$ cat config.mk
export PLATFORM = sky130hd
export DESIGN_NAME = vsq_sequencer
export DESIGN_NICKNAME = d
export VERILOG_FILES = /design/src/core/vsq_pkg.sv /design/src/core/vsq_timer.sv /design/src/core/vsq_ramp.sv /design/src/core/vsq_sequencer.sv
export SDC_FILE = /design/constraint.sdc
export NUM_CORES = 1
export LEC_CHECK = 0
export ABC_AREA = 1
export CORE_MARGIN = 8
export CORE_UTILIZATION = 64
export CTS_CLUSTER_DIAMETER = 80
export DETAILED_ROUTE_END_ITERATION = 10
export DONT_BUFFER_PORTS = 1
export GPL_ROUTABILITY_DRIVEN = 1
export GPL_TIMING_DRIVEN = 0
export PLACE_DENSITY = 0.82
export SLEW_MARGIN = 0
export SYNTH_ARGS = -nofsm -noshare
export SYNTH_HDL_FRONTEND = slang
export SYNTH_SLANG_ARGS = --single-unit
$ cat constraint.sdc
create_clock -name clk -period 3.9 [get_ports clk]
set_input_delay 0.39 -clock clk [delete_from_list [all_inputs] [get_ports clk]]
set_output_delay 0.39 -clock clk [all_outputs]
set_load 0.005 [all_outputs]
$ cat src/core/vsq_pkg.sv
package vsq_pkg;
   // ==========================================================
   // Clock and timing
   localparam int CLK_PERIOD_NS = 10;
   localparam int START_WAIT_NS = 1360000;
   localparam int START_WAIT_CYC = START_WAIT_NS / CLK_PERIOD_NS;
   localparam int GOOD_DELAY_NS = 85000;
   localparam int GOOD_DELAY_CYC = GOOD_DELAY_NS / CLK_PERIOD_NS;
   localparam int TIMER_W = 18;
   localparam logic [TIMER_W-1:0] HICCUP_SW_CYCLES = 18'h01000;

   // ==========================================================
   // Channels, setpoint code and reference
   localparam int CHANNELS = 6;
   localparam int CODE_W = 8;
   localparam int REF_W = 9;
   localparam logic [REF_W-1:0] REF_CODE_BASE = 9'h102;
   localparam logic [CODE_W-1:0] OFF_CODE_A = 8'hfe;
   localparam logic [CODE_W-1:0] OFF_CODE_B = 8'hff;

   // ==========================================================
   // Register map and fields
   localparam logic [11:0] ADDR_CTRL = 12'h000;
   localparam logic [11:0] ADDR_STATUS = 12'h004;
   localparam logic [11:0] ADDR_INT_STAT = 12'h008;
   localparam logic [11:0] ADDR_INT_MASK = 12'h00c;
   localparam int CTRL_HOLD_OFF = 0;
   localparam int INT_W = 5;
   localparam int EV_OV = 0;
   localparam int EV_OC = 1;
   localparam int EV_UV = 2;
   localparam int EV_PG_RISE = 3;
   localparam int EV_CODE_OFF = 4;
   localparam logic [INT_W-1:0] INT_MASK_RESET = 5'h00;

   // ==========================================================
   // Sequencer states
   typedef enum logic [7:0] {
      ST_OFF = 8'h01,
      ST_WAIT = 8'h02,
      ST_RAMP = 8'h04,
      ST_GOOD_DLY = 8'h08,
      ST_RUN = 8'h10,
      ST_OC_WAIT = 8'h20,
      ST_OV_LATCH = 8'h40,
      ST_CODE_OFF = 8'h80
   } vsq_state_type;

   // Off code check
   function automatic logic isOffCode(input logic [CODE_W-1:0] code);
      isOffCode = (code == OFF_CODE_A) || (code == OFF_CODE_B);
   endfunction

   // Setpoint code to reference steps of 6.25 mV
   function automatic logic [REF_W-1:0] codeToSteps(input logic [CODE_W-1:0] code);
      codeToSteps = REF_CODE_BASE - {1'b0, code};
   endfunction
endpackage

$ cat src/core/vsq_timer.sv
`timescale 1ns/1ns
`default_nettype none
module vsq_timer
   import vsq_pkg::*;
(
   input wire logic clk,                  // System clock
   input wire logic rst,                  // Synchronous reset
   input wire logic clear,                // Restart count from zero
   input wire logic step,                 // Count one unit
   input wire logic [TIMER_W-1:0] limit,  // Units to reach
   output logic done                      // Limit reached
);
   logic [TIMER_W-1:0] count_r;

   // ==========================================================
   // Saturating counter
   always_ff @(posedge clk) begin
      if (rst || clear) begin
         count_r <= '0;
      end else if (step && (count_r < limit)) begin
         count_r <= count_r + 18'h00001;
      end
   end

   assign done = (count_r >= limit);
endmodule
`default_nettype wire

$ cat src/core/vsq_ramp.sv
`timescale 1ns/1ns
`default_nettype none
module vsq_ramp
   import vsq_pkg::*;
(
   input wire logic clk,                  // System clock
   input wire logic rst,                  // Synchronous reset
   input wire logic clear,                // Return reference to zero
   input wire logic advance,              // Soft-start oscillator tick
   input wire logic [REF_W-1:0] target,   // Setpoint in steps
   output logic [REF_W-1:0] level,        // Internal reference in steps
   output logic atTarget                  // Reference equals setpoint
);
   logic [REF_W-1:0] level_r;

   // ==========================================================
   // One 6.25 mV step per tick toward the setpoint
   always_ff @(posedge clk) begin
      if (rst || clear) begin
         level_r <= '0;
      end else if (advance && (level_r < target)) begin
         level_r <= level_r + 9'h001;
      end else if (advance && (level_r > target)) begin
         level_r <= level_r - 9'h001;
      end
   end

   assign level = level_r;
   assign atTarget = (level_r == target);
endmodule
`default_nettype wire

$ cat src/core/vsq_sequencer.sv
// Operation
// - Shutdown holds all PWM outputs high impedance except during overvoltage
// - Leave shutdown only with supply, both enables
// - Off code at enable stops until recycled
// - Fixed start wait before the ramp
// - Reference steps once per soft-start tick
// - Power good released after extra delay
// - Power good low in shutdown and faults
// - Undervoltage below 50%, recover at 60%
// - Overvoltage level switches after valid code
// - Overvoltage drives all PWM low fast
// - Below clear level go high impedance
// - Overvoltage latches off until enable recycled
// - Average overcurrent triggers hiccup immediately
// - Overcurrent hiccup 4096 cycles then retry
// - Channel peak limit cuts rest of cycle
`timescale 1ns/1ns
`default_nettype none
module vsq_sequencer
   import vsq_pkg::*;
#(
   parameter int START_WAIT_CYCLES = START_WAIT_CYC,  // Start wait in clocks
   parameter int GOOD_DELAY_CYCLES = GOOD_DELAY_CYC   // Power good delay in clocks
)
(
   input wire logic clk,                              // System clock
   input wire logic rst,                              // Synchronous reset
   input wire logic [11:0] paddr,                     // APB address
   input wire logic psel,                             // APB select
   input wire logic penable,                          // APB enable
   input wire logic pwrite,                           // APB direction
   input wire logic [31:0] pwdata,                    // APB write data
   output logic [31:0] prdata,                        // APB read data
   output logic pready,                               // APB ready
   output logic pslverr,                              // APB error
   output logic irq,                                  // Interrupt level
   input wire logic porOk,                            // Supply above reset level
   input wire logic power_enable_in,                  // Power enable above level
   input wire logic tracking_rail_enable_in,          // Tracking enable above level
   input wire logic [CODE_W-1:0] setpoint_code,       // Setpoint code
   input wire logic uvBelowLow,                       // Output below 50% setpoint
   input wire logic uvAboveHigh,                      // Output above 60% setpoint
   input wire logic ovAbovePreEnable,                 // Sense above fixed level
   input wire logic ovAboveSetpoint,                  // Sense above setpoint plus margin
   input wire logic ovBelowClear,                     // Difference below reference plus margin
   input wire logic average_channel_current_over,     // Average current over reference
   input wire logic [CHANNELS-1:0] chanOverCurrent,   // Channel peak over reference
   input wire logic ssTick,                           // Soft-start oscillator tick
   input wire logic swCycleStart,                     // Switching cycle start pulse
   input wire logic [CHANNELS-1:0] pwmDemand,         // Modulator PWM request
   output logic [CHANNELS-1:0] pwmOut,                // PWM level
   output logic [CHANNELS-1:0] pwmOe,                 // PWM drive enable
   output logic power_good_out,                       // Power good level, always low
   output logic powerGoodOe,                          // Power good pull-down enable
   output logic [REF_W-1:0] refLevel                  // Internal reference steps
);
   vsq_state_type stateR;
   vsq_state_type stateNxt;
   logic holdOffR;
   logic useSetpointOvR;
   logic ovLowR;
   logic uvFaultR;
   logic [CHANNELS-1:0] chanLimitR;
   logic [INT_W-1:0] intStatR;
   logic [INT_W-1:0] intMaskR;
   logic [INT_W-1:0] events;
   logic enOk;
   logic ovTrip;
   logic ovDriveLow;
   logic normalRun;
   logic ocTrip;
   logic delayDone;
   logic hiccupDone;
   logic atTarget;
   logic [REF_W-1:0] target;
   logic [TIMER_W-1:0] delayLimit;
   logic apbAccess;
   logic apbWrite;
   logic pgPrevR;

   // ==========================================================
   // Condition decode
   // Inputs are already synchronised comparator bits
   assign enOk = porOk && power_enable_in && tracking_rail_enable_in && !holdOffR;
   assign ovTrip = useSetpointOvR ? ovAboveSetpoint : ovAbovePreEnable;
   assign ovDriveLow = ovTrip || (ovLowR && !ovBelowClear);
   assign normalRun = enOk && ((stateR == ST_RAMP) || (stateR == ST_GOOD_DLY) || (stateR == ST_RUN));
   assign ocTrip = normalRun && average_channel_current_over;
   assign target = codeToSteps(setpoint_code);
   assign delayLimit = (stateR == ST_WAIT) ? TIMER_W'(START_WAIT_CYCLES) : TIMER_W'(GOOD_DELAY_CYCLES);

   // ==========================================================
   // Timers and reference ramp
   vsq_timer delayTimer (
      .clk(clk),
      .rst(rst),
      .clear(stateR != stateNxt),
      .step(1'b1),
      .limit(delayLimit),
      .done(delayDone)
   );

   vsq_timer hiccupTimer (
      .clk(clk),
      .rst(rst),
      .clear(stateR != ST_OC_WAIT),
      .step(swCycleStart),
      .limit(HICCUP_SW_CYCLES),
      .done(hiccupDone)
   );

   vsq_ramp refRamp (
      .clk(clk),
      .rst(rst),
      .clear(!normalRun),
      .advance(ssTick),
      .target(target),
      .level(refLevel),
      .atTarget(atTarget)
   );

   // ==========================================================
   // Next state
   always_comb begin
      stateNxt = stateR;
      if (!enOk) begin
         stateNxt = ST_OFF;
      end else if (ovTrip) begin
         stateNxt = ST_OV_LATCH;
      end else begin
         case (stateR)
            ST_OFF: begin
               if (isOffCode(setpoint_code)) begin
                  stateNxt = ST_CODE_OFF;
               end else begin
                  stateNxt = ST_WAIT;
               end
            end
            ST_WAIT: begin
               if (delayDone) begin
                  stateNxt = ST_RAMP;
               end
            end
            ST_RAMP: begin
               if (ocTrip) begin
                  stateNxt = ST_OC_WAIT;
               end else if (atTarget) begin
                  stateNxt = ST_GOOD_DLY;
               end
            end
            ST_GOOD_DLY: begin
               if (ocTrip) begin
                  stateNxt = ST_OC_WAIT;
               end else if (delayDone) begin
                  stateNxt = ST_RUN;
               end
            end
            ST_RUN: begin
               if (ocTrip) begin
                  stateNxt = ST_OC_WAIT;
               end
            end
            ST_OC_WAIT: begin
               if (hiccupDone) begin
                  stateNxt = ST_WAIT;
               end
            end
            ST_OV_LATCH: stateNxt = ST_OV_LATCH;
            ST_CODE_OFF: stateNxt = ST_CODE_OFF;
            default: stateNxt = ST_OFF;
         endcase
      end
   end

   // State register
   always_ff @(posedge clk) begin
      if (rst) begin
         stateR <= ST_OFF;
      end else begin
         stateR <= stateNxt;
      end
   end

   // ==========================================================
   // Overvoltage level select and low-drive memory
   always_ff @(posedge clk) begin
      if (rst || !enOk) begin
         useSetpointOvR <= 1'b0;
      end else if (!isOffCode(setpoint_code)) begin
         useSetpointOvR <= 1'b1;
      end
   end

   always_ff @(posedge clk) begin
      if (rst || !porOk) begin
         ovLowR <= 1'b0;
      end else begin
         ovLowR <= ovDriveLow;
      end
   end

   // ==========================================================
   // Undervoltage with hysteresis, set wins
   always_ff @(posedge clk) begin
      if (rst) begin
         uvFaultR <= 1'b0;
      end else if (uvBelowLow) begin
         uvFaultR <= 1'b1;
      end else if (uvAboveHigh) begin
         uvFaultR <= 1'b0;
      end
   end

   // Channel peak limit, held to the next switching cycle
   always_ff @(posedge clk) begin
      if (rst) begin
         chanLimitR <= '0;
      end else begin
         for (int i = 0; i < CHANNELS; i++) begin
            if (chanOverCurrent[i]) begin
               chanLimitR[i] <= 1'b1;
            end else if (swCycleStart) begin
               chanLimitR[i] <= 1'b0;
            end
         end
      end
   end

   // ==========================================================
   // PWM outputs
   always_ff @(posedge clk) begin
      if (rst) begin
         pwmOe <= '0;
         pwmOut <= '0;
      end else if (porOk && ovDriveLow) begin
         pwmOe <= '1;
         pwmOut <= '0;
      end else if (normalRun && !ocTrip && (stateR != ST_OV_LATCH)) begin
         pwmOe <= '1;
         pwmOut <= pwmDemand & ~(chanLimitR | chanOverCurrent);
      end else begin
         pwmOe <= '0;
         pwmOut <= '0;
      end
   end

   // Power good, open drain, released only in steady run
   always_ff @(posedge clk) begin
      if (rst) begin
         powerGoodOe <= 1'b1;
         power_good_out <= 1'b0;
         pgPrevR <= 1'b0;
      end else begin
         powerGoodOe <= !((stateR == ST_RUN) && enOk && !uvFaultR && !ovDriveLow && !ocTrip);
         power_good_out <= 1'b0;
         pgPrevR <= !powerGoodOe;
      end
   end

   // ==========================================================
   // Interrupt events
   assign events[EV_OV] = ovDriveLow && !ovLowR;
   assign events[EV_OC] = (stateNxt == ST_OC_WAIT) && (stateR != ST_OC_WAIT);
   assign events[EV_UV] = uvBelowLow && !uvFaultR;
   assign events[EV_PG_RISE] = !powerGoodOe && !pgPrevR;
   assign events[EV_CODE_OFF] = (stateNxt == ST_CODE_OFF) && (stateR != ST_CODE_OFF);

   // ==========================================================
   // APB slave, one wait state
   assign apbAccess = psel && penable && !pready;
   assign apbWrite = apbAccess && pwrite;

   always_ff @(posedge clk) begin
      if (rst) begin
         pready <= 1'b0;
         pslverr <= 1'b0;
         prdata <= '0;
      end else begin
         pready <= apbAccess;
         pslverr <= 1'b0;
         prdata <= '0;
         if (apbAccess && !pwrite) begin
            if (paddr == ADDR_CTRL) begin
               prdata <= {31'h00000000, holdOffR};
            end else if (paddr == ADDR_STATUS) begin
               prdata <= {8'h00, 3'h0, refLevel, uvFaultR, ovLowR, useSetpointOvR, !powerGoodOe, stateR};
            end else if (paddr == ADDR_INT_STAT) begin
               prdata <= {27'h0000000, intStatR};
            end else if (paddr == ADDR_INT_MASK) begin
               prdata <= {27'h0000000, intMaskR};
            end else begin
               pslverr <= 1'b1;
            end
         end else if (apbWrite) begin
            pslverr <= !((paddr == ADDR_CTRL) || (paddr == ADDR_INT_STAT) || (paddr == ADDR_INT_MASK));
         end
      end
   end

   // Control and mask registers
   always_ff @(posedge clk) begin
      if (rst) begin
         holdOffR <= 1'b0;
         intMaskR <= INT_MASK_RESET;
      end else if (apbWrite && (paddr == ADDR_CTRL)) begin
         holdOffR <= pwdata[CTRL_HOLD_OFF];
      end else if (apbWrite && (paddr == ADDR_INT_MASK)) begin
         intMaskR <= pwdata[INT_W-1:0];
      end
   end

   // Sticky status, write one to clear, new event wins
   always_ff @(posedge clk) begin
      if (rst) begin
         intStatR <= '0;
      end else if (apbWrite && (paddr == ADDR_INT_STAT)) begin
         intStatR <= (intStatR & ~pwdata[INT_W-1:0]) | events;
      end else begin
         intStatR <= intStatR | events;
      end
   end

   always_ff @(posedge clk) begin
      if (rst) begin
         irq <= 1'b0;
      end else begin
         irq <= |(intStatR & intMaskR);
      end
   end

   // ==========================================================
   // Checks
   a_off_pwm_hiz: assert property (@(posedge clk) disable iff (rst)
      (stateR == ST_OFF && !ovDriveLow && !enOk) |=> (pwmOe == '0))
      else $error("PWM driven in shutdown");
   a_enable_gate: assert property (@(posedge clk) disable iff (rst)
      !enOk |=> (stateR == ST_OFF))
      else $error("Left shutdown without enables");
   a_code_off_hold: assert property (@(posedge clk) disable iff (rst)
      (stateR == ST_CODE_OFF && enOk && !ovTrip) |=> (stateR == ST_CODE_OFF) ##1 (pwmOe == '0 || ovLowR))
      else $error("Off code stop not held");
   a_wait_before_ramp: assert property (@(posedge clk) disable iff (rst)
      (stateR == ST_WAIT && $past(stateR) != ST_WAIT) |-> (stateR != ST_RAMP)[*8])
      else $error("Start wait cut short");
   a_ramp_step: assert property (@(posedge clk) disable iff (rst)
      (stateR == ST_RAMP && enOk && ssTick && refLevel < target) |=> (refLevel == $past(refLevel) + 9'h001))
      else $error("Reference did not step");
   a_good_release: assert property (@(posedge clk) disable iff (rst)
      $fell(powerGoodOe) |-> ($past(stateR) == ST_RUN))
      else $error("Power good released early");
   a_uv_pull_low: assert property (@(posedge clk) disable iff (rst)
      uvBelowLow |=> ##1 powerGoodOe)
      else $error("Undervoltage left power good high");
   a_ov_low_fast: assert property (@(posedge clk) disable iff (rst)
      (porOk && ovTrip) |=> (pwmOe == '1 && pwmOut == '0))
      else $error("Overvoltage did not drive PWM low");
   a_ov_latched: assert property (@(posedge clk) disable iff (rst)
      (stateR == ST_OV_LATCH && enOk) |=> (stateR == ST_OV_LATCH))
      else $error("Overvoltage latch released");
   a_oc_hiz: assert property (@(posedge clk) disable iff (rst)
      (ocTrip && !ovDriveLow) |=> (pwmOe == '0) ##1 (stateR != ST_RUN))
      else $error("Overcurrent left PWM driven");
   a_chan_limit: assert property (@(posedge clk) disable iff (rst)
      ((|chanOverCurrent) && !ovDriveLow) |=> ((pwmOut & $past(chanOverCurrent)) == '0))
      else $error("Channel limit ignored");
   c_reach_run: cover property (@(posedge clk) disable iff (rst) stateR == ST_RUN && !powerGoodOe);
   c_hiccup_retry: cover property (@(posedge clk) disable iff (rst) stateR == ST_OC_WAIT ##1 stateR == ST_WAIT);
   c_ov_latch: cover property (@(posedge clk) disable iff (rst) $rose(stateR == ST_OV_LATCH));
   c_code_off: cover property (@(posedge clk) disable iff (rst) $rose(stateR == ST_CODE_OFF));
endmodule
`default_nettype wire

# Word level (Yosys, flattened, before mapping)
# Index checks and enable logic that the tools add are counted.
[word_totals]
reg_bits = 122
latchBits = 0
ramBits = 0
romBits = 0
inputBits = 80
output_inout_bits = 58
wordCells = 174
mem_count = 0
[op_classes]
addsub = 5
multipliers = 0
n_div = 0
n_lt_le_gt_ge = 6
n_eq_ne = 20
shifts = 0
mux = 37
bitwise_logic = 11
n_reduce_logical = 69
[op_table]
columns = ["operator", "n"]
rows = [
  ["8-bit two-way mux", 10],
  ["8-bit case mux with 8 select lines", 1],
  ["18-bit by 1-bit adder with 18-bit output (second input constant)", 2],
  ["8-bit == test (second input constant)", 4],
  ["1-bit logical AND", 28],
  ["12-bit by 4-bit == test with 1-bit output (second input constant)", 2],
  ["21-bit two-way mux", 1],
  ["18-bit by 13-bit >= comparator with 1-bit output (second input constant)", 1],
  ["18-bit >= comparator", 1],
  ["18-bit by 13-bit < comparator with 1-bit output (second input constant)", 1],
  ["18-bit < comparator", 1],
  ["18-bit two-way mux", 1],
  ["9-bit two-way mux", 2],
  ["1-bit two-way mux", 17],
  ["8-bit by 6-bit == test with 1-bit output (second input constant)", 2],
  ["2-bit nonzero test", 8],
  ["1-bit logical NOT", 15],
  ["5-bit two-way mux", 3],
  ["12-bit by 3-bit == test with 1-bit output (second input constant)", 1],
  ["12-bit logical NOT", 1],
  ["6-bit two-way mux", 2],
  ["1-bit logical OR", 11],
  ["5-bit bitwise AND", 2],
  ["5-bit OR", 2],
  ["other kinds (25)", 29],
]

# Depth between registers and ports, before layout
# Gate-level depths: netlist of run 1.
[logic_depth]
word_depth = 13
mapped_depth = 24
ltp_nobuf = 24

# Modules after synthesis
# Synthesis of run 1 repeated with hierarchy kept, for this count alone.
[unflattened]
cells_unflattened = 1099
area_unflattened_um2 = 7280.7
[modules_own_cells]
columns = ["module", "instances", "cells_per_inst", "area_per_inst_um2", "seq_area_each_um2"]
rows = [
  ["vsq_timer", 2, 282, 1720.4, 360.3],
  ["vsq_sequencer", 1, 400, 2904.0, 1221.2],
  ["vsq_ramp", 1, 135, 935.9, 180.2],
]

# Worst setup path before layout of run 1
# No wires, ideal clock.
[synth_path]
path_type = "input-to-reg"
start = "input setpoint_code[0]"
end = "register refRamp.level_r[8], in the netlist refRamp.level[8]"
setup_time_ns = 0.113
arrival_ns = 3.471
required_ns = 3.787
path_slack_ns = 0.316
cell_stages = 22
n_path_buf = 0
path_cell_list = "ha_1 -> nor3_1 -> nand3b_1 -> or3_1 -> ha_1 -> a211oi_1 -> nand2_1 -> nor2_1 -> inv_1 -> fa_1 -> nand3_1 -> nand3_1 -> a21oi_1 -> o21bai_1 -> nand2_1 -> nand2_1 -> a21oi_1 -> nand4_1 -> o21ai_0 -> nand2_1 -> nand2_1 -> nor2_1"
[synth_via]
elab_chain_cells = 4
word_cells_on_any_way = 7
classes_between = "1 x add/sub; 2 x order compare; 1 x mux; 3 x reduce/logical"
[synth_rtl]
columns = ["item", "line", "text"]
rows = [
  ["start, declared", "vsq_sequencer.sv:40", "input wire logic [CODE_W-1:0] setpoint_code,"],
  ["9-bit by 8-bit subtractor with 9-bit output *", "vsq_pkg.sv:56", "codeToSteps = REF_CODE_BASE - {1'b0, code};"],
  ["9-bit < comparator or 9-bit > comparator (tied branches)", "vsq_ramp.sv:21, vsq_ramp.sv:23", ""],
  ["1-bit logical AND (on tied branches)", "vsq_ramp.sv:21, vsq_ramp.sv:23", ""],
  ["9-bit two-way mux or 2-bit nonzero test (tied branches)", "--", ""],
  ["end signal, assigned", "vsq_ramp.sv:22", "level_r <= level_r + 9'h001;"],
  ["end signal, assigned", "vsq_ramp.sv:24", "level_r <= level_r - 9'h001;"],
  ["end, declared", "vsq_ramp.sv:14", "logic [REF_W-1:0] level_r;"],
]
# Mark *: on every way between the ends. The rest lies on a longest branch, timed or not.
# A chain may end at the register's enable or synchronous reset.

# Worst setup path after layout of run 1
# Same ends and word-level chain as after synthesis.

==> results.md, run 1 <==
Run status:
- The flow ran to the end, and the final reports show no timing, DRC or antenna violations.

Yosys:
- Each instance of the synthesized netlist takes up on average roughly 7.4 µm².
- The mapped cell area is 5750 µm².
- The most frequently used cell type in the post-synthesis netlist is nand2_1.
- The count of warnings emitted by yosys is 0.
- The count of state elements after synthesis is 106.
- After synthesis, the cell types taking the most area are dfxtp_1, nand2_1, nor2_1.
- Among all flip-flop cells after synthesis, the most frequent one is dfxtp_1.
- dfxtp_1 takes more of the synthesized area than any other cell.
- The proportion of synthesized chip area in sequential cells is a little under two fifths.
- The number of distinct library cell variants in the gate-level netlist after synthesis is 52.
- Counting flops with a built-in enable in the synthesized netlist gives 0.
- In the synthesized netlist, the number of instances is between 700 and 800.
- The commonest cells after synthesis are nand2_1, dfxtp_1, nor2_1.
- Counting flops with an async set or reset pin after synthesis yields a share of 0%.
- The share of synthesized area in the top cell type comes to around 37%.

Timing:
- Setup repair after global routing left no endpoint under its margin.
- The final setup slack of the worst path is ~0.48 ns.
- The worst path uses just under 90% of the clock period.
- The final-report max-slew violation count came to 0.
- Measured against its own limit, the worst slew margin works out to 56.7%.
- Adding up every negative setup slack in the final design gives 0 ns.
- Across all hold checks on the routed design, the worst slack comes to between 0.06 and 0.07 ns.
- The hold violation count in the final report is 0.
- The worst path needs 3.42 ns of the cycle, external delays included.
- The count of endpoints failing setup in the final report is 0.
- The maximum achievable frequency is about 0.29 GHz.
- The slew of the pin with the lowest slew margin is 0.645 ns.
- The worst clock skew on the final layout is between 0.015 and 0.02 ns.

Run:
- Max-cap violations in this run came to 0.

Power:
- The completed layout was analyzed and its total power is about 2 mW.
- The analysis attributes to net switching a power of 0.510 mW.
- The relative contribution of sequential cells to total power is between 50% and 60%.
- The combinational fraction of design power is approximately 6.9%.
- The clock power share is a little under two fifths.
- The internal power consumption is about 1.5 mW.
- The analysis attributes to cell leakage a power of between 2 and 3 nW.
- The peak supply drop is 0.235 mV.
- The fraction of power spent switching nets is 25.9%.
- For this design the ratio of total power to cell area is between 300 and 400 nW/µm².

Clock network:
- The count of instances resized after the clock tree is built is 0.
- The clock passes through at most 2 buffers.
- Buffers added to address setup during post-CTS repair amount to 0.
- The register clock-pin slew on the reported worst setup and hold paths is roughly 0.12 ns.
- The buffer type at the clock tree root is clkbuf_8.
- The H-tree generated during clock tree synthesis spans 3 levels.
- In this run, post-CTS hold repair placed 0 buffers.
- The clock latency reported for the late side of the worst-skew pair is 0.38 ns.
- CTS saw 106 sinks.
- The CTS tree is done.
- The number of buffers created by CTS is 9.

Critical path:
- Traced cell by cell, the critical path runs through ha_1 -> nor3_2 -> nand3b_1 -> or3_1 -> ha_1 -> a211oi_1 -> nand2_1 -> nor2_1 -> inv_2 -> fa_1 -> nand3_1 -> nand3_1 -> a21oi_1 -> o21bai_1 -> nand2_1 -> nand2_1 -> a21oi_1 -> nand4_1 -> o21ai_0 -> nand2_1 -> nand2_1 -> nor2_1.
- The largest stage delay on the critical path is slightly above 0.4 ns.
- STA puts the critical path data required time at ~4.2 ns.
- Counting both buffers and inverters, the worst setup path holds a total of 1.
- The library cell contributing the largest single delay on the critical path is fa_1.
- The family of cells with the greatest summed delay on the critical path is simple AND/OR/NAND/NOR gates.
- The startpoint of the worst register-to-register path is stateR[4].
- The most numerous cell type found on the critical path is nand2_1.
- The reg-to-reg setup timing slack is between 0.6 and 0.7 ns.
- STA classifies the critical path startpoint as a primary input.
- The data arrival time of the critical path is between 3 and 4 ns.
- The type of element capturing the critical path is a register.
- The category of the most critical setup path is primary input to register.
- In this run the worst path has a maximum fanout of 11.
- The endpoint of the lowest-slack register-to-register path is delayTimer.count_r[17].
- The number of cells on the worst reg-to-reg path is 18.

Floorplanning:
- The die is ~110 µm wide.
- The area of the die is ~12000 µm².
- The effective utilization at floorplan is 66.0%.
- During I/O placement, the number of pins put on the boundary was 138.
- The total area inside the core boundary comes to between 8000 and 9000 µm².
- The placement row count is 34.
- In this run the vertical extent of the chip is 111 µm.

Global route:
- The global-route congestion overflow total is 0.
- The first global-routing pass estimated ~22000 µm of wire.
- Entering global routing, the biggest net connects 21 pins.
- The via count of the first global-routing pass is around 4800.
- The number of antenna violations at the first check in global routing is 0.
- Global routing consumed, over all layers together, a little over a fifth of the routing resources.

Route:
- The ratio of routed vias to standard cells is 5.44.
- The average detailed-routed wire length per instance is about 15 µm.
- Before antenna repair, the detailed router went through 5 iterations.
- Summed over all layers, the routed wires come to between 10000 and 15000 µm.
- In this run, the number of DRC markers left after iteration 0 of detailed routing was between 150 and 200.
- The final route contains 4947 vias.
- The count of nets left with antenna violations after detail routing is 0.
- In the routed design, unresolved DRC markers number 0.

Place:
- Port buffering added 0 buffers.
- The number of placed cells counting well taps is slightly below 900.
- The congestion estimate from routability-driven global placement came to between 0.9 and 1.
- The estimated wirelength of the detail-placed design is 10600 µm.
- Timing analysis after detailed placement gives a worst setup slack of -0.0563 ns.

Layout:
- Relative to the synthesized area, the layout overhead comes to 6.98%.
- The layout net count is 907.
- The final non-filler cell total is approximately 910.
- The antenna diode count is 0.
- In the final layout, the share of cells above drive strength 1 is about an eighth.

Min path:
- For hold timing, the worst endpoint is pwmOut[0].
- The class of the worst hold path is primary input to register.
- The startpoint of the most critical hold path is chanOverCurrent[0].
- The number of cells on the worst hold path is 1.
-- routing by layer --
| layer | routed length [µm] | global-route usage, % |
|---|---|---|
| met3 | 979 | 6.49 |
| met2 | 6490 | 36.9 |
| met1 | 5710 | 24.5 |
| met4 | 230 | 5.86 |
| met5 | 0 | 0 |
-- area by class of cell --
cell class,instances,area [µm²]
clock inverters,7,96.3
clock buffers,9,124
flip-flops and latches,106,2120
plain buffers,26,173
well taps,108,135
multi-input cells,533,3050
fillers,751,2570
inverters,120,455
-- sequential cells by signal (all words and copies together) (netlist names), 5 cells and up --
signal               flops
prdata                  21
refRamp.level            9
pwmOut                   6
delayTimer.count_r      18
hiccupTimer.count_r     18
intMaskR                 5
chanLimitR               6
intStatR                 5
stateR                   8
-- worst max path at each step --
stage,from,slack (ns),endpoint,depth (start not counted)
after detailed placement,setpoint_code[0],-0.06,refRamp.level[8],22
after global routing,setpoint_code[0],0.06,refRamp.level[8],22
after global placement,setpoint_code[0],0.03,refRamp.level[8],22
after floorplan,setpoint_code[0],0.32,refRamp.level[8],22
final,setpoint_code[0],0.48,refRamp.level[8],22
after CTS,setpoint_code[0],0.31,refRamp.level[8],22
-- power by group through the flow --
stage	sequential [mW]	clock, mW	combinational [mW]
floorplan	1.13	0	0.109
global placement	1.13	0	0.130
detailed placement	1.13	0	0.135
CTS	1.10	0.742	0.136
global route	1.11	0.782	0.155
finish	1.10	0.732	0.137
-- placed cells by master, fill, tap and decap left out, types with 9 or more instances in the layout --
cell type,Yosys,layout
a21oi_1,50,50
buf_4,18,18
clkbuf_8,0,9
conb_1,1,12
dfxtp_1,106,106
ha_1,30,30
inv_1,104,103
inv_2,10,11
nand2_1,117,117
nand3_1,31,31
nand4_1,16,16
nor2_1,105,105
nor2_2,9,9
nor3_1,25,24
nor3_2,10,11
nor4_1,9,9
o21ai_0,30,30
xnor2_1,12,12
xor2_1,21,21
-- stage by stage --
step	util, %	cell area, µm²
global placement	68.0	5930
global route	70.6	6150
floorplan	-	5790
detailed placement	68.0	5930
CTS	70.5	6150
finish	70.6	6150
-- kinds of logic after synthesis --
kind of cell / Yosys count / share of synthesized area [%]
compound gates: 103 / 10.1
xor+xnor: 33 / 5.03
fa+ha+maj: 31 / 6.87
buf+inv: 146 / 10.9
flops: 106 / 36.9
mux: 1 / 0.196
other cells: 1 / 0.0652
simple gates: 353 / 29.9
Note: power is estimated with default switching activity, not from simulation.
==> inputs of run 2 (changes only) <==
--- a/config.mk
+++ b/config.mk
@@ -7,13 +7,14 @@
 export LEC_CHECK = 0
 export ABC_AREA = 1
 export CORE_MARGIN = 8
-export CORE_UTILIZATION = 64
+export CORE_UTILIZATION = 35
 export CTS_CLUSTER_DIAMETER = 80
 export DETAILED_ROUTE_END_ITERATION = 10
 export DONT_BUFFER_PORTS = 1
 export GPL_ROUTABILITY_DRIVEN = 1
 export GPL_TIMING_DRIVEN = 0
-export PLACE_DENSITY = 0.82
+export PLACE_DENSITY = 0.51
+export SETUP_SLACK_MARGIN = 0.15
 export SLEW_MARGIN = 0
 export SYNTH_ARGS = -nofsm -noshare
 export SYNTH_HDL_FRONTEND = slang
==> run 2 against run 1 <==
- final area increased by 4.6%
- clock skew decreased by 0.0059 ns
- fmax decreased by 0.53%
- sequential share of layout area decreased by 1.5 points
- combinational power increased by 4%
- setup slack got worse by 0.018 ns
- register-to-register slack improved by 0.03 ns
- utilization decreased by 31 points
- non-clock buffer count increased by 4
==> results.md, run 2 (synthesis results as in run 1) <==
Run status:
- The flow ran to the end, and the final reports show no timing, DRC or antenna violations.

Critical path:
- The type of origin of the critical path is a primary input.
- The worst-path maximum fanout was 4 (-7).
- The worst setup path is captured at a register.
- The required time of the critical path is 4.16 ns (about the same).
- The start point of the critical path is setpoint_code[0].
- The startpoint identified for the worst register-to-register timing path is refRamp.level[2].
- The data arrival time of the critical path came to 3.70 ns (about the same).
- The worst setup path is of the primary input to register kind.

Timing:
- The hold violation count in the final report is 0 (unchanged).
- The maximum achievable frequency is 0.291 GHz (-0.53%).
- The worst clock skew on the final layout is 0.0108 ns (-0.00590 ns).
- The worst slew margin relative to its limit is 57.0% (+0.27 points).
- The aggregate negative setup slack was 0 ns (unchanged).
- The count of endpoints failing setup in the final report was 0 (unchanged).
- Setup repair after global routing left no endpoint under its margin.
- The final-report max-slew violation count is 0 (unchanged).
- The final critical delay including setup and external delays came to 3.44 ns (+0.0181 ns).
- The slew of the pin with the lowest slew margin was 0.645 ns (+0.000261 ns).
- The final setup slack of the worst path is 0.459 ns (-0.0181 ns).
- The final worst-path cycle share was 88.2% (+0.46 points).

Clock network:
- The register clock-pin slew on the reported worst setup and hold paths is 0.08 ns (-0.04 ns).
- The clock latency reported for the late side of the worst-skew pair was 0.36 ns (-0.02 ns).
- The number of buffers created by CTS is 9 (unchanged).
- The count of hold buffers inserted by post-cts repair is 0 (unchanged).
- The buffer type at the clock tree root is clkbuf_16.
- The number of H-tree levels is 3 (unchanged).
- The CTS tree is done.
- The buffer levels on the longest clock path was 2 (unchanged).
- The number of clock sinks is 106 (unchanged).

Layout:
- prdata holds more flip-flops than any other register.
- The antenna diode count was 0 (unchanged).
- The largest registers in the layout are prdata x21, delayTimer.count_r x18, hiccupTimer.count_r x18.
- The layout filler cell count is 1802 (+140%).
- The flip-flop count of the largest register, all copies and words added came to 21 (unchanged).
- Leaving out fill and tap cells, the most frequent cells in the layout are nand2_1, dfxtp_1, nor2_1, inv_1, a21oi_1.
- The summed area of non-filler cells in the final layout came to 6440 µm² (+4.6%).
- Relative to the synthesized area, the layout overhead comes to 11.9%.
- The fraction of final layout cells with drive strength greater than 1 came to 13.3% (+1.3 points).
- The layout net count came to 912 (+0.55%).
- The final non-filler cell total is 1026 (+13%).
- The most frequent standard cell in the layout excluding fill and tap cells is nand2_1.

Route:
- The detailed-route via count is 4788 (-3.2%).
- The ratio of routed vias to standard cells is 4.67 (-14%).
- The total wire length after detailed routing is 14600 µm (+9.1%).
- The count of nets left with antenna violations after detail routing is 0 (unchanged).
- The number of DRC markers after the initial detailed-route iteration is 215 (+14%).
- The number of remaining DRC errors is 0 (unchanged).
- The number of optimization iterations in the first detailed-route pass was 5 (unchanged).
- The average detailed-routed wire length per instance is 14.3 µm (-3.3%).

Place:
- The post-place instance area is 6070 µm² (+2.4%).
- The estimated wirelength of the detail-placed design was 11400 µm (+7.0%).
- The worst slack at placement is -0.0970 ns (-0.0408 ns).
- The number of placed cells counting well taps is 1005 (+13%).
- The weighted congestion at the end of routability-driven global placement came to 0.879 (-2.9%).
- The count of buffers inserted at the top-level ports is 0 (unchanged).

Global route:
- The global-route wire length before repair is 23200 µm (+4.5%).
- The via count of the first global-routing pass came to 4545 (-5.2%).
- The largest net degree at the start of global routing was 21 (unchanged).
- The global routing usage summed across all routing layers is 14.4% (-6.9 points).
- The number of antenna violations at the first check in global routing is 1 (+1).
- The global-route congestion overflow total is 0 (unchanged).

Power:
- The peak supply drop came to 0.196 mV (-17%).
- The areal power density over the cells was 336 nW/µm² (+4.7%).
- The leakage power of the design is 2.71 nW (+2.1%).

Min path:
- The min-delay analysis places its worst path in the category primary input to register.
- In this run the most critical hold path is launched from chanOverCurrent[1].

Floorplanning:
- The area of the die is 20800 µm² (+69%).
- The die height was 144 µm (+30%).
- The area of the core was 16300 µm² (+87%).
- The effective utilization at floorplan was 35.2% (-31 points).
- The width of the die is 144 µm (+30%).
- The top-level I/O count is 138 (unchanged).
- The placement row count is 47 (+38%).

Run:
- The max-cap check violation count came to 0 (unchanged).
[run 2: critical path, cell delays in order]
cell	delay, ns
ha_1	0.23
nor3_2	0.23
nand3b_1	0.13
or3_1	0.34
ha_1	0.32
a211oi_2	0.24
nand2_1	0.09
nor2_2	0.13
buf_4	0.13
clkinvlp_2	0.18
ha_1	0.39
a21oi_2	0.15
o21bai_1	0.10
nand2_1	0.08
nand2_1	0.05
a21oi_1	0.15
nand4_1	0.09
o21ai_0	0.11
nand2_1	0.07
nand2_1	0.06
nor2_1	0.04
[run 2: repair_timing]
| item | 4_1_cts | 5_1_grt |
|---|---|---|
| endpoints found under the setup margin | 0 | 2 |
| resized for setup | 0 | 8 |
| buffers inserted | 0 | 4 |
[run 2: final timing paths]
| path | cells after the start | to | slack (ns) |
|---|---|---|---|
| setup reg to reg | 20 | refRamp.level[8] | 0.70 |
| hold / removal | 1 | pwmOut[1] | 0.1 |
| hold reg to reg | 1 | pwmOut[1] | 0.42 |
| setup / recovery | 21 | refRamp.level[8] | 0.46 |
[run 2: final cells by class]
| cell class | instances | area (µm²) | share of cell area (%) |
|---|---|---|---|
| multi-input combinational | 533 | 3090 | 47.9 |
| sequential | 106 | 2120 | 33.0 |
| inverter | 120 | 455 | 7.07 |
| tap | 220 | 275 | 4.28 |
| clock buffer | 9 | 225 | 3.50 |
| buffer | 26 | 173 | 2.68 |
| clock inverter | 7 | 66.3 | 1.03 |
| timing repair buffer | 4 | 30.0 | 0.466 |
| timing repair inverter | 1 | 5.00 | 0.0777 |
[run 2: per-stage QoR]
stage | power, mW | hold WS (ns) | util (%)
floorplan | 1.23 | 0.397 | -
global placement | 1.27 | 0.408 | 37.1
detailed placement | 1.27 | 0.407 | 37.1
CTS | 2.20 | 0.0779 | 38.9
global route | 2.26 | 0.0770 | 39.4
finish | 2.16 | 0.0967 | 39.4
[run 2: power by group]
part,switching (mW),leakage (nW),internal (mW),total (mW)
combinational,0.0882,1.71,0.0549,0.143
clock,0.462,0.144,0.453,0.915
sequential,0.00963,0.857,1.09,1.10
[run 2: layer usage]
layer | wire (µm) | vias to the layer above | global-route usage [%]
met5 | 13 | - | 0
met4 | 191 | 2 | 4.76
met3 | 1010 | 13 | 4.85
met2 | 6870 | 93 | 23.6
met1 | 6550 | 2146 | 17.3
li1 | - | 2534 | -
==> inputs of run 3 (changes only) <==
--- a/config.mk
+++ b/config.mk
@@ -7,13 +7,13 @@
 export LEC_CHECK = 0
 export ABC_AREA = 1
 export CORE_MARGIN = 8
-export CORE_UTILIZATION = 35
+export CORE_UTILIZATION = 30
 export CTS_CLUSTER_DIAMETER = 80
 export DETAILED_ROUTE_END_ITERATION = 10
 export DONT_BUFFER_PORTS = 1
 export GPL_ROUTABILITY_DRIVEN = 1
 export GPL_TIMING_DRIVEN = 0
-export PLACE_DENSITY = 0.51
+export PLACE_DENSITY = 0.46
 export SETUP_SLACK_MARGIN = 0.15
 export SLEW_MARGIN = 0
 export SYNTH_ARGS = -nofsm -noshare
==> run 3 against run 2 <==
- hold slack worse by 0.0042 ns
- via count is 1.1% lower
- routed wire length is 0.77% higher
- global-route usage is 1.5 points lower
- final area is 0.19% lower
==> results.md, run 3 (synthesis results as in run 1) <==
Run status:
- The flow ran to the end, and the final reports show no timing, DRC or antenna violations.

Route:
- The count of nets left with antenna violations after detail routing was 0 (unchanged).
- The ratio of routed vias to standard cells is 4.58 (-1.9%).
- The average detailed-routed wire length per instance is 14.2 µm (-0.11%).
- The number of optimization iterations in the first detailed-route pass is 4 (-1).
- The number of DRC markers after the initial detailed-route iteration is 204 (-5.1%).
- The total wire length after detailed routing is 14700 µm (+0.77%).
- The number of remaining DRC errors is 0 (unchanged).
- The detailed-route via count is 4737 (-1.1%).

Critical path:
- The largest stage delay on the critical path came to 0.36 ns (-0.03 ns).
- The most numerous cell type found on the critical path is nand2_1.
- The data arrival time of the critical path came to 3.60 ns (-0.10 ns).
- The type of element capturing the critical path is a register.
- The category of the most critical setup path is primary input to register.
- The number of buffers and inverters on the critical path is 1 (-1).
- The family of cells with the greatest summed delay on the critical path is simple AND/OR/NAND/NOR gates.
- Walking the worst path, the cells encountered are ha_1 -> nor3_4 -> nand3b_1 -> or3_1 -> ha_1 -> a211oi_1 -> nand2_1 -> nor2_1 -> inv_2 -> ha_1 -> nand3_1 -> nand3_1 -> a21oi_1 -> o21bai_1 -> nand2_1 -> nand2_1 -> a21oi_2 -> nand4_1 -> o21ai_2 -> nand2_1 -> nand2_1 -> nor2_1.
- The worst-path maximum fanout was 11 (+7).
- The required time of the critical path is 4.17 ns (about the same).
- The type of origin of the critical path is a primary input.
- The slowest stage of the critical path belongs to the cell ha_1.

Layout:
- The layout filler cell count is 2065 (+15%).
- The post-layout utilization of the core was 34.2% (-5.1 points).
- The area added between synthesis and finish is 11.7%.
- The most frequent standard cell in the layout excluding fill and tap cells is nand2_1.
- The fraction of final layout cells with drive strength greater than 1 is 12.5% (-0.79 points).
- In the layout the commonest cells are nand2_1, dfxtp_1, nor2_1, inv_1, a21oi_1.
- The antenna diode count is 0 (unchanged).
- The summed area of non-filler cells in the final layout is 6430 µm² (-0.19%).
- The layout net count came to 907 (-0.55%).
- The largest registers in the layout are prdata x21, delayTimer.count_r x18, hiccupTimer.count_r x18.
- The flip-flop count of the largest register, all copies and words added is 21 (unchanged).
- The register with the most flip-flops is prdata.

Power:
- The peak supply drop came to 0.198 mV (+1.5%).
- The switching power of the nets is 0.571 mW (+2.0%).
- The combinational fraction of design power is 6.4% (-0.2 points).
- The internal power consumption is 1.60 mW (+0.16%).
- The relative contribution of sequential cells to total power was 50.7% (-0.3 points).
- The leakage power of the design was 2.70 nW (-0.43%).
- The areal power density over the cells is 338 nW/µm² (+0.84%).
- The clock power share is 42.9% (+0.5 points).
- The fraction of power spent switching nets was 26.3% (+0.35 points).

Global route:
- The number of antenna violations at the first check in global routing was 0 (-1).
- The global routing usage summed across all routing layers was 12.9% (-1.5 points).
- The global-route wire length before repair is 24600 µm (+5.9%).
- The via count of the first global-routing pass was 4762 (+4.8%).
- The global-route congestion overflow total came to 0 (unchanged).
- The largest net degree at the start of global routing is 22 (+4.8%).

Timing:
- The final-report max-slew violation count came to 0 (unchanged).
- The final worst-path cycle share is 85.3% (-2.9 points).
- The maximum achievable frequency is 0.300 GHz (+3.4%).
- Setup repair after global routing left no endpoint under its margin.
- The worst slew margin relative to its limit was 51.0% (-6.0 points).
- The aggregate negative setup slack is 0 ns (unchanged).
- The count of endpoints failing setup in the final report came to 0 (unchanged).
- The slew of the pin with the lowest slew margin came to 0.731 ns (+0.0858 ns).
- The hold violation count in the final report is 0 (unchanged).
- The worst clock skew on the final layout was 0.0151 ns (+0.00427 ns).
- The final critical delay including setup and external delays is 3.33 ns (-0.113 ns).

Min path:
- The class of the worst hold path is primary input to register.

Clock network:
- The CTS tree is done.
- The number of buffers created by CTS is 9 (unchanged).
- The count of instances resized after the clock tree is built came to 0 (unchanged).
- The buffer type at the clock tree root is clkbuf_16.
- The number of H-tree levels is 3 (unchanged).
- The count of buffers added by post-CTS timing repair for setup is 0 (unchanged).
- The count of hold buffers inserted by post-cts repair is 0 (unchanged).
- The number of clock sinks came to 106 (unchanged).
- The register clock-pin slew on the reported worst setup and hold paths is 0.09 ns (about the same).
- The clock latency reported for the late side of the worst-skew pair is 0.36 ns (about the same).
- The buffer levels on the longest clock path is 2 (unchanged).

Floorplanning:
- The die height is 154 µm (+7.1%).
- The effective utilization at floorplan is 30.6% (-4.5 points).
- The area of the die was 23900 µm² (+15%).
- The area of the core is 18800 µm² (+15%).
- The width of the die was 154 µm (+7.1%).
- The top-level I/O count is 138 (unchanged).
- The placement row count came to 50 (+6.4%).

Place:
- The estimated wirelength of the detail-placed design is 11800 µm (+3.9%).
- The weighted congestion at the end of routability-driven global placement came to 0.805 (-8.5%).
- The post-place instance area is 6090 µm² (+0.29%).
- The count of buffers inserted at the top-level ports is 0 (unchanged).

Run:
- The max-cap check violation count is 0 (unchanged).
[run 3: changes by cell type in the layout (fill, tap and decap cells not counted), moves of 2 or more]
cell / change
buf_4: -4
clkinv_8: +2
clkinv_4: +2
inv_8: -2
[run 3: through the flow]
| stage | setup WS (ns) | instances | hold slack (ns) | power (mW) |
|---|---|---|---|---|
| 5_1_grt | 0.172 | 1035 | 0.0678 | 2.27 |
| 3_5_place_dp | -0.0950 | 1019 | 0.412 | 1.27 |
| 2_1_floorplan | 0.316 | 785 | 0.397 | 1.23 |
| 6_report | 0.572 | 1035 | 0.0925 | 2.18 |
| 3_3_place_gp | -0.121 | 1019 | 0.416 | 1.27 |
| 4_1_cts | 0.291 | 1035 | 0.0752 | 2.22 |
[run 3: per-layer routing]
metal	up-vias	wire, µm	track usage, %
met5	-	0	0
met4	0	167	3.78
met3	11	910	4.24
met2	80	6940	21.6
met1	2124	6720	15.4
li1	2522	-	-
[run 3: cell type report]
class | count | area [µm²] | area share [%]
Inverter | 120 | 455 | 7.09
Tap cell | 234 | 293 | 4.56
Buffer | 26 | 173 | 2.69
Clock inverter | 7 | 81.3 | 1.27
Clock buffer | 9 | 225 | 3.50
Multi-Input combinational cell | 533 | 3080 | 47.9
Sequential cell | 106 | 2120 | 33.0
[run 3: worst reg2reg max path: stages, from the launching register on]
cell and delay [ns]:
dfxtp_1 0.38, nor2_2 0.25, nand4_2 0.33, clkinv_1 0.23
ha_1 0.27, nand2_1 0.08, inv_1 0.04, nand2_1 0.06
nand2_1 0.06, a21oi_2 0.23, nand2_2 0.19, nor2_1 0.20
nand2_1 0.14, nor3_1 0.25, nand2_1 0.13, xor2_1 0.15
inv_1 0.06, nor3_2 0.13
[run 3: worst paths after layout]
path                            from                      to  slack [ns]  cells after the start
setup / recovery    setpoint_code[0]        refRamp.level[8]        0.57                     22
hold reg to reg        chanLimitR[3]               pwmOut[3]        0.43                      1
hold / removal    chanOverCurrent[0]               pwmOut[0]        0.09                      1
setup reg to reg           stateR[4]  delayTimer.count_r[16]        0.65                     17
[run 3: power groups by stage]
stage / sequential [mW] / clock [mW] / combinational (mW)
global placement: 1.13 / 0 / 0.138
global route: 1.11 / 1.01 / 0.160
finish: 1.10 / 0.933 / 0.139
CTS: 1.10 / 0.979 / 0.139
detailed placement: 1.13 / 0 / 0.138
floorplan: 1.13 / 0 / 0.109
